`config.mk`:
```
export PLATFORM = sky130hd
export DESIGN_NAME = drt_read_throttle
export DESIGN_NICKNAME = d
export VERILOG_FILES = /design/src/hw/drt_pkg.sv /design/src/hw/drt_read_throttle.sv
export VERILOG_INCLUDE_DIRS = /design/src /design/src/hw
export SDC_FILE = /design/constraint.sdc
export NUM_CORES = 1
export LEC_CHECK = 0
export BUFFER_PORTS_ARGS = -buffer_cell sky130_fd_sc_hd__buf_2
export CAP_MARGIN = 25
export CORE_ASPECT_RATIO = 1.25
export CORE_MARGIN = 8
export CORE_UTILIZATION = 40
export CTS_CLUSTER_SIZE = 14
export DETAILED_ROUTE_END_ITERATION = 12
export PLACE_DENSITY_LB_ADDON = 0.1
export SLEW_MARGIN = 20
export SYNTH_ARGS = -nofsm -noshare
export SYNTH_HDL_FRONTEND = slang
export SYNTH_SLANG_ARGS = --single-unit
```
`constraint.sdc`:
```
create_clock -name aclk -period 11 [get_ports aclk]
set_input_delay 1.65 -clock aclk [delete_from_list [all_inputs] [get_ports aclk]]
set_output_delay 1.65 -clock aclk [all_outputs]
set_load 0.05 [all_outputs]
```
`src/hw/drt_defs.svh`:
```
`ifndef DRT_DEFS_SVH
`define DRT_DEFS_SVH

// register byte offsets on the control bus
`define DRT_CTRL_LO_OFS 12'h058
`define DRT_CTRL_HI_OFS 12'h05C
`define DRT_STATUS_OFS 12'h060

// reset value and writable bits of the 64-bit control register
`define DRT_CTRL_RESET 64'h0000_0000_0000_0000
`define DRT_CTRL_WMASK 64'h0001_FFFF_FFFF_FFFF

// field positions inside the control register
`define DRT_GSW_MSB 48
`define DRT_GSW_LSB 41
`define DRT_GTHR_MSB 40
`define DRT_GTHR_LSB 28
`define DRT_DUR_MSB 27
`define DRT_DUR_LSB 22
`define DRT_MONW_MSB 21
`define DRT_MONW_LSB 15
`define DRT_WMAX_MSB 14
`define DRT_WMAX_LSB 3
`define DRT_MODE_MSB 2
`define DRT_MODE_LSB 1
`define DRT_SWSTART_BIT 0

// mode field codes
`define DRT_MODE_OFF 2'h0
`define DRT_MODE_HW 2'h1
`define DRT_MODE_CTR 2'h2

// timing: host clocks in one unit of the global sampling window
`define DRT_GLOBAL_UNIT_CLKS 400000
// threshold scale is two to this power; monitor window padding bits
`define DRT_THR_SHIFT 15
`define DRT_MON_PAD 4

// bus responses
`define DRT_RESP_OKAY 2'h0
`define DRT_RESP_DECERR 2'h3

`endif

```
`src/hw/drt_pkg.sv`:
```
package drt_pkg;

    // requests from the bus master toward this slave
    typedef struct packed {
        logic awvalid;
        logic [11:0] awaddr;
        logic wvalid;
        logic [31:0] wdata;
        logic [3:0] wstrb;
        logic bready;
        logic arvalid;
        logic [11:0] araddr;
        logic rready;
    } drt_axil_req_t;

    // answers from this slave
    typedef struct packed {
        logic awready;
        logic wready;
        logic bvalid;
        logic [1:0] bresp;
        logic arready;
        logic rvalid;
        logic [31:0] rdata;
        logic [1:0] rresp;
    } drt_axil_rsp_t;

    // register selected by a bus address
    typedef enum logic [1:0] {
        DRT_SEL_CTRL_LO,
        DRT_SEL_CTRL_HI,
        DRT_SEL_STATUS,
        DRT_SEL_NONE
    } drt_sel_t;

    // counter mechanism phase
    typedef enum logic {
        DRT_PH_SAMPLE,
        DRT_PH_THROTTLE
    } drt_phase_t;

    // complete state of the block
    typedef struct packed {
        drt_axil_rsp_t rsp;
        logic aw_have;
        logic [11:0] aw_addr;
        logic w_have;
        logic [31:0] w_data;
        logic [3:0] w_strb;
        logic [63:0] ctrl;
        logic [2:0] sync;
        logic hw_req;
        logic hw_prev;
        logic sw_prev;
        drt_phase_t phase;
        logic [18:0] presc;
        logic [7:0] units;
        logic [28:0] gcnt;
        logic [5:0] dur;
        logic [10:0] mcnt;
        logic [11:0] wcnt;
        logic throttle_active;
        logic rd_block;
    } drt_state_t;

endpackage : drt_pkg

```
`src/hw/drt_read_throttle.sv`:
```
// Implementation choice: the AXI4-Lite interface to the registers.
`timescale 1ns/1ps
`include "drt_defs.svh"

module drt_read_throttle #(
    parameter int GLOBAL_UNIT_CLKS = `DRT_GLOBAL_UNIT_CLKS
) (
    input wire logic aclk,
    input wire logic aresetn,
    input wire drt_pkg::drt_axil_req_t s_axil_req,
    output drt_pkg::drt_axil_rsp_t s_axil_rsp,
    input wire logic thermal_on_req_pin,
    input wire logic rd_unit_done,
    output logic rd_block,
    output logic throttle_active
);

    // last prescaler count of one global window unit
    localparam logic [18:0] UNIT_LAST = 19'(GLOBAL_UNIT_CLKS - 1);

    // the whole block state lives in q; next_q is its combinational copy
    drt_pkg::drt_state_t q;
    drt_pkg::drt_state_t next_q;

    // address decode shared by the write and the read path
    function automatic drt_pkg::drt_sel_t drt_decode(input logic [11:0] addr);
        drt_pkg::drt_sel_t sel;
        sel = drt_pkg::DRT_SEL_NONE;
        if (addr[11:2] == 10'(`DRT_CTRL_LO_OFS >> 2))
        begin
            sel = drt_pkg::DRT_SEL_CTRL_LO;
        end
        else if (addr[11:2] == 10'(`DRT_CTRL_HI_OFS >> 2))
        begin
            sel = drt_pkg::DRT_SEL_CTRL_HI;
        end
        else if (addr[11:2] == 10'(`DRT_STATUS_OFS >> 2))
        begin
            sel = drt_pkg::DRT_SEL_STATUS;
        end
        return sel;
    endfunction : drt_decode

    // merge write data into an old word under the byte strobes
    function automatic logic [31:0] drt_strobe(
        input logic [31:0] old_word,
        input logic [31:0] new_word,
        input logic [3:0] strb
    );
        logic [31:0] res;
        res = old_word;
        for (int i = 0; i < 4; i++)
        begin
            if (strb[i])
            begin
                res[i*8 +: 8] = new_word[i*8 +: 8];
            end
        end
        return res;
    endfunction : drt_strobe

    // control fields, decoded from the registered control word
    logic [7:0] gsw;
    logic [12:0] gthr;
    logic [5:0] dur_lim;
    logic [6:0] monw;
    logic [11:0] wmax;
    logic [1:0] mode;
    logic sw_start;
    logic [28:0] thr_count;
    logic [10:0] mon_len;

    assign gsw = q.ctrl[`DRT_GSW_MSB:`DRT_GSW_LSB];
    assign gthr = q.ctrl[`DRT_GTHR_MSB:`DRT_GTHR_LSB];
    assign dur_lim = q.ctrl[`DRT_DUR_MSB:`DRT_DUR_LSB];
    assign monw = q.ctrl[`DRT_MONW_MSB:`DRT_MONW_LSB];
    assign wmax = q.ctrl[`DRT_WMAX_MSB:`DRT_WMAX_LSB];
    assign mode = q.ctrl[`DRT_MODE_MSB:`DRT_MODE_LSB];
    assign sw_start = q.ctrl[`DRT_SWSTART_BIT];
    // the threshold needs 28 bits: thirteen field bits moved up by fifteen, zero-extended to 29
    assign thr_count = {1'b0, gthr, 15'h0000};
    // a zero window field gives a window that restarts every cycle
    assign mon_len = {monw, 4'h0};

    // status word: bit0 active, bit1 block, bit2 counter phase, bit3 request, 13:8 duration
    logic [31:0] status_word;
    assign status_word = {18'h00000, q.dur, 4'h0, q.hw_req,
                          (q.phase == drt_pkg::DRT_PH_THROTTLE), q.rd_block,
                          q.throttle_active};

    // per-cycle decisions of the combinational pass
    logic hw_mode;
    logic ctr_mode;
    logic hw_eff;
    logic restart;
    logic act;
    logic unit_end;
    logic window_end;
    logic [28:0] gcnt_inc;
    drt_pkg::drt_sel_t wsel;
    drt_pkg::drt_sel_t rsel;

    always_comb
    begin
        next_q = q;
        wsel = drt_pkg::DRT_SEL_NONE;
        rsel = drt_pkg::DRT_SEL_NONE;

        // pin synchroniser; the level only moves when stages two and three agree
        // stage one is read only by stage two, to keep metastability contained
        next_q.sync = {q.sync[1:0], thermal_on_req_pin};
        if (q.sync[1] == q.sync[2])
        begin
            next_q.hw_req = q.sync[2];
        end

        // write address and data are taken independently, in either order
        if (q.rsp.awready && s_axil_req.awvalid)
        begin
            next_q.aw_have = 1'b1;
            next_q.aw_addr = s_axil_req.awaddr;
        end
        if (q.rsp.wready && s_axil_req.wvalid)
        begin
            next_q.w_have = 1'b1;
            next_q.w_data = s_axil_req.wdata;
            next_q.w_strb = s_axil_req.wstrb;
        end
        if (q.rsp.bvalid && s_axil_req.bready)
        begin
            next_q.rsp.bvalid = 1'b0;
        end
        // the write lands once both halves are in and the old answer is gone
        if (next_q.aw_have && next_q.w_have && !next_q.rsp.bvalid)
        begin
            wsel = drt_decode(next_q.aw_addr);
            next_q.aw_have = 1'b0;
            next_q.w_have = 1'b0;
            next_q.rsp.bvalid = 1'b1;
            next_q.rsp.bresp = `DRT_RESP_OKAY;
            if (wsel == drt_pkg::DRT_SEL_CTRL_LO)
            begin
                next_q.ctrl[31:0] = drt_strobe(q.ctrl[31:0], next_q.w_data, next_q.w_strb)
                    & 32'(`DRT_CTRL_WMASK);
            end
            else if (wsel == drt_pkg::DRT_SEL_CTRL_HI)
            begin
                next_q.ctrl[63:32] = drt_strobe(q.ctrl[63:32], next_q.w_data, next_q.w_strb)
                    & 32'(`DRT_CTRL_WMASK >> 32);
            end
            else if (wsel == drt_pkg::DRT_SEL_NONE)
            begin
                next_q.rsp.bresp = `DRT_RESP_DECERR;
            end
        end
        // status writes are accepted and have no effect
        // a new address or data beat waits until the previous answer is taken,
        // so one write at most is ever in flight
        next_q.rsp.awready = !next_q.aw_have && !next_q.rsp.bvalid;
        next_q.rsp.wready = !next_q.w_have && !next_q.rsp.bvalid;

        // read channel: one read outstanding, answered the cycle after it is taken
        // the data is latched with rvalid, so later control writes cannot change it
        if (q.rsp.rvalid && s_axil_req.rready)
        begin
            next_q.rsp.rvalid = 1'b0;
        end
        if (q.rsp.arready && s_axil_req.arvalid)
        begin
            rsel = drt_decode(s_axil_req.araddr);
            next_q.rsp.rvalid = 1'b1;
            next_q.rsp.rresp = `DRT_RESP_OKAY;
            next_q.rsp.rdata = 32'h0000_0000;
            if (rsel == drt_pkg::DRT_SEL_CTRL_LO)
            begin
                next_q.rsp.rdata = q.ctrl[31:0];
            end
            else if (rsel == drt_pkg::DRT_SEL_CTRL_HI)
            begin
                next_q.rsp.rdata = q.ctrl[63:32];
            end
            else if (rsel == drt_pkg::DRT_SEL_STATUS)
            begin
                next_q.rsp.rdata = status_word;
            end
            else
            begin
                next_q.rsp.rresp = `DRT_RESP_DECERR;
            end
        end
        next_q.rsp.arready = !next_q.rsp.rvalid;

        // mode 11 selects neither mechanism
        hw_mode = (mode == `DRT_MODE_HW);
        ctr_mode = (mode == `DRT_MODE_CTR);
        // request pin counts only in hardware mode
        hw_eff = hw_mode && q.hw_req;
        next_q.hw_prev = hw_eff;
        next_q.sw_prev = sw_start;

        // global window: units of GLOBAL_UNIT_CLKS clocks, gsw units long
        // the prescaler keeps the compare narrow; a direct clock count of the
        // longest window would need a far wider counter and comparator
        unit_end = (q.presc == UNIT_LAST);
        window_end = unit_end && (gsw != 8'h00)
            && (({1'b0, q.units} + 9'h001) >= {1'b0, gsw});
        gcnt_inc = (rd_unit_done && q.gcnt != 29'h1FFF_FFFF) ? q.gcnt + 29'h0000001 : q.gcnt;

        // counter mechanism; outside counter mode it sits idle at zero
        // sampling counts units against the threshold, throttling counts windows
        if (!ctr_mode)
        begin
            next_q.phase = drt_pkg::DRT_PH_SAMPLE;
            next_q.presc = 19'h00000;
            next_q.units = 8'h00;
            next_q.gcnt = 29'h0000000;
            next_q.dur = 6'h00;
        end
        else
        begin
            next_q.presc = unit_end ? 19'h00000 : q.presc + 19'h00001;
            next_q.units = unit_end ? q.units + 8'h01 : q.units;
            case (q.phase)
                drt_pkg::DRT_PH_SAMPLE:
                begin
                    next_q.gcnt = gcnt_inc;
                    // invoke on the unit that crosses the threshold, not at window end
                    if (gcnt_inc > thr_count)
                    begin
                        // a fresh window train measures the throttle duration
                        next_q.phase = drt_pkg::DRT_PH_THROTTLE;
                        next_q.presc = 19'h00000;
                        next_q.units = 8'h00;
                        next_q.gcnt = 29'h0000000;
                        next_q.dur = 6'h00;
                    end
                    else if (window_end)
                    begin
                        // the count is per window, so each window starts over
                        next_q.gcnt = 29'h0000000;
                        next_q.units = 8'h00;
                    end
                end
                drt_pkg::DRT_PH_THROTTLE:
                begin
                    // a zero duration ends throttling on the cycle after it began
                    if (q.dur >= dur_lim)
                    begin
                        next_q.phase = drt_pkg::DRT_PH_SAMPLE;
                        next_q.presc = 19'h00000;
                        next_q.units = 8'h00;
                        next_q.gcnt = 29'h0000000;
                        next_q.dur = 6'h00;
                    end
                    else if (window_end)
                    begin
                        next_q.dur = q.dur + 6'h01;
                        next_q.units = 8'h00;
                    end
                end
                // unreachable with a one-bit phase, kept as a safe fallback
                default:
                begin
                    next_q.phase = drt_pkg::DRT_PH_SAMPLE;
                end
            endcase
        end

        // any source may demand throttling; a falling pin or software source restarts the windows
        // the previous-level flops reset low like idle sources, so no false
        // restart follows reset
        restart = (q.hw_prev && !hw_eff) || (q.sw_prev && !sw_start);
        act = sw_start || hw_eff
            || (ctr_mode && q.phase == drt_pkg::DRT_PH_THROTTLE);
        next_q.throttle_active = act;

        // monitoring window and its read counter
        // limitation: a read in the last cycle of a window is not counted,
        // because that cycle clears the count for the next window
        if (!act || restart)
        begin
            next_q.mcnt = 11'h000;
            next_q.wcnt = 12'h000;
        end
        else if ((q.mcnt + 11'h001) >= mon_len)
        begin
            next_q.mcnt = 11'h000;
            next_q.wcnt = 12'h000;
        end
        else
        begin
            next_q.mcnt = q.mcnt + 11'h001;
            if (rd_unit_done && q.wcnt != 12'hFFF)
            begin
                next_q.wcnt = q.wcnt + 12'h001;
            end
        end
        // block holds for the rest of the window once the maximum is met
        // the next count is used so the block rises at the edge that reaches it
        next_q.rd_block = act && !restart && (next_q.wcnt >= wmax);
    end

    // single state register; synchronous reset to the documented defaults
    // synchroniser stages clear too, so the request reads low until three
    // fresh samples of the pin have been taken
    always_ff @(posedge aclk)
    begin
        if (!aresetn)
        begin
            q <= '0;
            q.ctrl <= `DRT_CTRL_RESET;
            q.rsp.awready <= 1'b1;
            q.rsp.wready <= 1'b1;
            q.rsp.arready <= 1'b1;
            q.phase <= drt_pkg::DRT_PH_SAMPLE;
        end
        else
        begin
            q <= next_q;
        end
    end

    // every output comes straight from the state register
    assign s_axil_rsp = q.rsp;
    assign rd_block = q.rd_block;
    assign throttle_active = q.throttle_active;

endmodule : drt_read_throttle

```
# == Word-level counts from Yosys, hierarchy flattened ==
# Cells that the tools add are included.
# Widths: inputs -> output; s select.
# word_totals
reg_bits,234
mem_bits_rw,0
latch_bits,0
output_inout_bits,43
n_memories,0
romBits,0
word_cells,155
# classes
eq_ne,19
n_reduce_logical,45
multipliers,0
n_addsub,7
muxes,42
magnitude_cmp,5
n_div,0
shifts,0
bitwise_logic,3
# ops
cell,n
$pmux 63 s2,1
$mux 37,3
$eq 10x5->1 const B,6
$mux 29,2
$mux 20,2
$mux 12,3
$mux 35,1
$mux 32,1
$add 29x1->29 const B,1
$gt 29x28->1,1
$ne 29x29->1 const B,1
$mux 2,12
$mux 8,3
$add 19x1->19 const B,1
$eq 19x19->1 const B,1
$logic_and 1x1->1,19
$mux 19,1
$mux 6,3
$mux 17,1
$mux 14,1
$mux 13,1
$add 12x1->12 const B,1
$ge 12x12->1,1
$ne 12x12->1 const B,1
other kinds (24),53

# == Logic depth before layout (Yosys ltp) ==
# logic_depth
word_depth,14
ltp_mapped,21

# == Least setup slack after synthesis ==
# No wires, ideal clock.
# synth_path
kind,in2reg
from,input rd_unit_done
to,register q[71] (netlist bit)
path_stages,16
setup_time_ps,75
required_ps,10925
n_path_buf,3
arrival_time_ps,4827
slack_ps,6097
cell_sequence,clkbuf_2 > nand3_1 > nor4_1 > and3_1 > xor2_1 > ha_1 > nand3_1 > nor4_1 > nand4_1 > o41ai_1 > and3_1 > a2bb2oi_2 > a21o_1 > buf_6 > buf_6 > nor3_2
# synth_between
elab_chain_cells,5
# synth_lines
item,line_no,source
from (decl),drt_read_throttle.sv:13,"input wire logic rd_unit_done,"
$logic_and 1x1->1,drt_read_throttle.sv:207,gcnt_inc = (rd_unit_done && q.gcnt != 29'h1FFF_FFFF) ? q.gcnt + 29'h0000001 : q.gcnt;
$mux 29,drt_read_throttle.sv:207,
$gt 29x28->1,drt_read_throttle.sv:228,if (gcnt_inc > thr_count)
$mux 20,drt_read_throttle.sv:228,
$pmux 63 s2,drt_read_throttle.sv:223,case (q.phase)
to (signal assigned),drt_read_throttle.sv:319,q <= next_q;
to (decl),drt_read_throttle.sv:22,drt_pkg::drt_state_t q;
# Every way passes these cells.
# A chain may end at the register's enable or synchronous reset.

# == Worst setup path in the final report ==
# layout_path
from,register q[31] (netlist bit)
to,register q[44] (netlist bit)
# layout_between
elab_chain_cells,6
# layout_lines
item,line_no
branches (longest 2 deep; another with $add 29x1->29),--
$mux 29 (*),drt_read_throttle.sv:207
$gt 29x28->1 / $mux 37 (equally long branches),"drt_read_throttle.sv:228, drt_read_throttle.sv:237"
$mux 37 (*),drt_read_throttle.sv:228
$pmux 63 s2 (*),drt_read_throttle.sv:223
# Every way passes the cells marked *.

==> results.cfg <==
[global_routing]
antenna_found_initial = 0
grt_pass1_wl_um = 45900
grt_usage = 0.164
grt_max_degree = 69
grt_pass1_vias = 8528
overflow = 0

[setup_path]
crit_top_cell = nand4_1
critPathBufInv = 1
critPathKind = reg -> reg
cp_slowest_cell = nor4_1
max_stage_delay_ps = 640
startpoint = q[31]
critPathLaunchType = register
path_max_fanout = 25
worstPathArrival_ps = 6140
timing.rr.start = q[31]
end_kind = register
cp_cell_sequence = ha_1, and4_1, nand4_1, o21ai_0, nor3_1, and3_1, and4_1, xor2_1, ha_1, nand3_1, nor4_1, nand4_1, o41ai_1, nand4_1, nand2_1, buf_4, a21oi_1, o21ai_0
crit_family = simple AND/OR/NAND/NOR gates
cp.required_ps = 11450

[clocking]
tritoncts = done
clk_pin_slew_ps = 60
hold_buffers = 0
cts_buffers = 26
clockBufferDepth = 3
cts.sinks = 230
cts_resized = 0
post_cts_buffers = 0
cts_max_level = 1
clock_latency_ps = 530
cts_root_buf = clkbuf_16

[cells_and_area]
mostFrequentLayoutCell = dfxtp_1
fin_util = 0.455
n_fill_cell = 2765
fin_cells = 1712
synthToLayoutAreaGrowth_pct = 11.8
mostFrequentLayoutCells = 230 x dfxtp_1, 220 x nor2_1, 107 x buf_2
diodes = 0
fin_nets = 1464
drive_gt1_frac = 0.144

[power_and_ir_drop]
powerDensity_mw_per_mm2 = 149
vdd_drop_max_uv = 130
internal-power_mw = 1.42
swShare = 0.241
seqPwrFrac = 0.461
p_clk_frac = 0.466
p_leak_nw = 4.85
pwr-share-comb = 0.074
switching_power_mw = 0.452

[timing]
fin_skew_ps = 17.2
min_period_ps = 5690
fin_ws_ps = 5310
hold_viol = 0
rsz0062_at_grt = no
min_period_over_period = 0.517
worst_pin_slew_ps = 953
drv_slew = 0
fmax_ghz = 0.176
relSlewSlack = 0.363
setup_violations = 0
tns_ps = 0

[worst_hold_path]
hold_path.class = reg -> reg
min_from = next_q[92]

[detailed_routing]
via_per_inst = 5.13
wire_per_inst_um = 16.4
first_pass_iters = 5
drt_first_iter_violations = 367
drc = 0
via_count = 8789
drt-total-wl_um = 28100
postRouteAntennaNets = 0

[synthesis]
synthCells = 1304
synth_flop_cell = dfxtp_1
synth_edf_count = 0
syn_area_per_cell_um2 = 8.63
yosys_warnings = 0
synth_fp_nets = 1425
async_reset_ff_frac = 0
synth_seq_cells = 230
synth.cell_area_mm2 = 0.0112
synth-seq-area-share = 0.409
ys_types = 70

[status]
outcome = complete, no violations

[die]
core-area_mm2 = 0.0277
die_width_um = 166
dieArea_mm2 = 0.0338
die_y_um = 203
rows = 68
start_util = 0.407
boundaryPins = 112

[placed_design]
io_buffers = 107
pre_cts_ws_ps = 4680
routabilityCongestion = 0.800
dp.cells = 1664
hpwlAfterDp_um = 20200

[job]
max_cap_violations = 0
==> metal layers <==
layer / global-route usage / part of all wire / vias to the layer above / wire length, µm
met5: 0 / 0 / - / 0
met4: 0.0423 / 0.019 / 0 / 544
met3: 0.0242 / 0.034 / 37 / 948
met2: 0.291 / 0.49 / 108 / 13600
met1: 0.204 / 0.46 / 4079 / 12900
li1: - / - / 4565 / -
==> cells by family (layout without fill, tap and decap cells) <==
kind of cell | after synthesis | in the layout | share of synthesized area
xor gates and xnor gates | 71 | 71 | 0.0553
muxes | 49 | 49 | 0.0437
adders and majority gates | 52 | 52 | 0.0578
buffers and inverters | 165 | 223 | 0.0741
and+or+nand+nor | 499 | 499 | 0.216
AOI/OAI and AO/OA | 238 | 238 | 0.144
DFF | 230 | 230 | 0.409
==> state kept, by name, indices dropped and copies added (netlist names) <==
register and count:
gthr 13, dur_lim 6, rd_block 1, next_q 3
s_axil_rsp 39, q 150, throttle_active 1, gsw 8
mode 2, mon_len 7
==> Yosys cell counts (35+ instances only) <==
cell / n / area share
clkbuf_1: 47 / 0.016
ha_1: 52 / 0.058
nor3_1: 38 / 0.017
mux2i_1: 48 / 0.043
nand2_1: 68 / 0.023
buf_4: 45 / 0.030
nand3_1: 35 / 0.016
a21oi_1: 72 / 0.032
dfxtp_1: 230 / 0.41
xor2_1: 43 / 0.033
nor2_1: 222 / 0.074
a211oi_1: 50 / 0.033
inv_1: 57 / 0.019
==> metrics by stage <==
step	instance area (µm²)	power, mW	hold WS, ps
detailed placement	11700	1.02	424
global placement	11700	1.02	433
finish	12600	1.88	448
CTS	12600	1.90	451
floorplan	11200	0.987	412
global route	12600	1.95	464
==> power by group through the flow <==
stage / sequential [mW] / clock, mW / combinational (mW)
floorplan: 0.881 / 0 / 0.106
global placement: 0.882 / 0 / 0.139
detailed placement: 0.882 / 0 / 0.140
global route: 0.866 / 0.932 / 0.151
CTS: 0.864 / 0.901 / 0.140
finish: 0.864 / 0.873 / 0.138
==> final cells by class <==
type	count	area [µm²]	area share
clock buffers	37	752	0.0598
clock inverters	10	115	0.00915
inverters	58	220	0.0175
multi-input cells	909	5820	0.463
flip-flops and latches	230	4600	0.366
well taps	350	438	0.0348
repair buffers	118	626	0.0497
==> worst paths after layout <==
path / cells after the start / to / slack (ps)
max: 18 / q[44] / 5310
max reg2reg: 18 / q[44] / 5310
min: 1 / next_q[93] / 450
min reg2reg: 1 / next_q[93] / 450
Power figures use the tool's default switching activity.
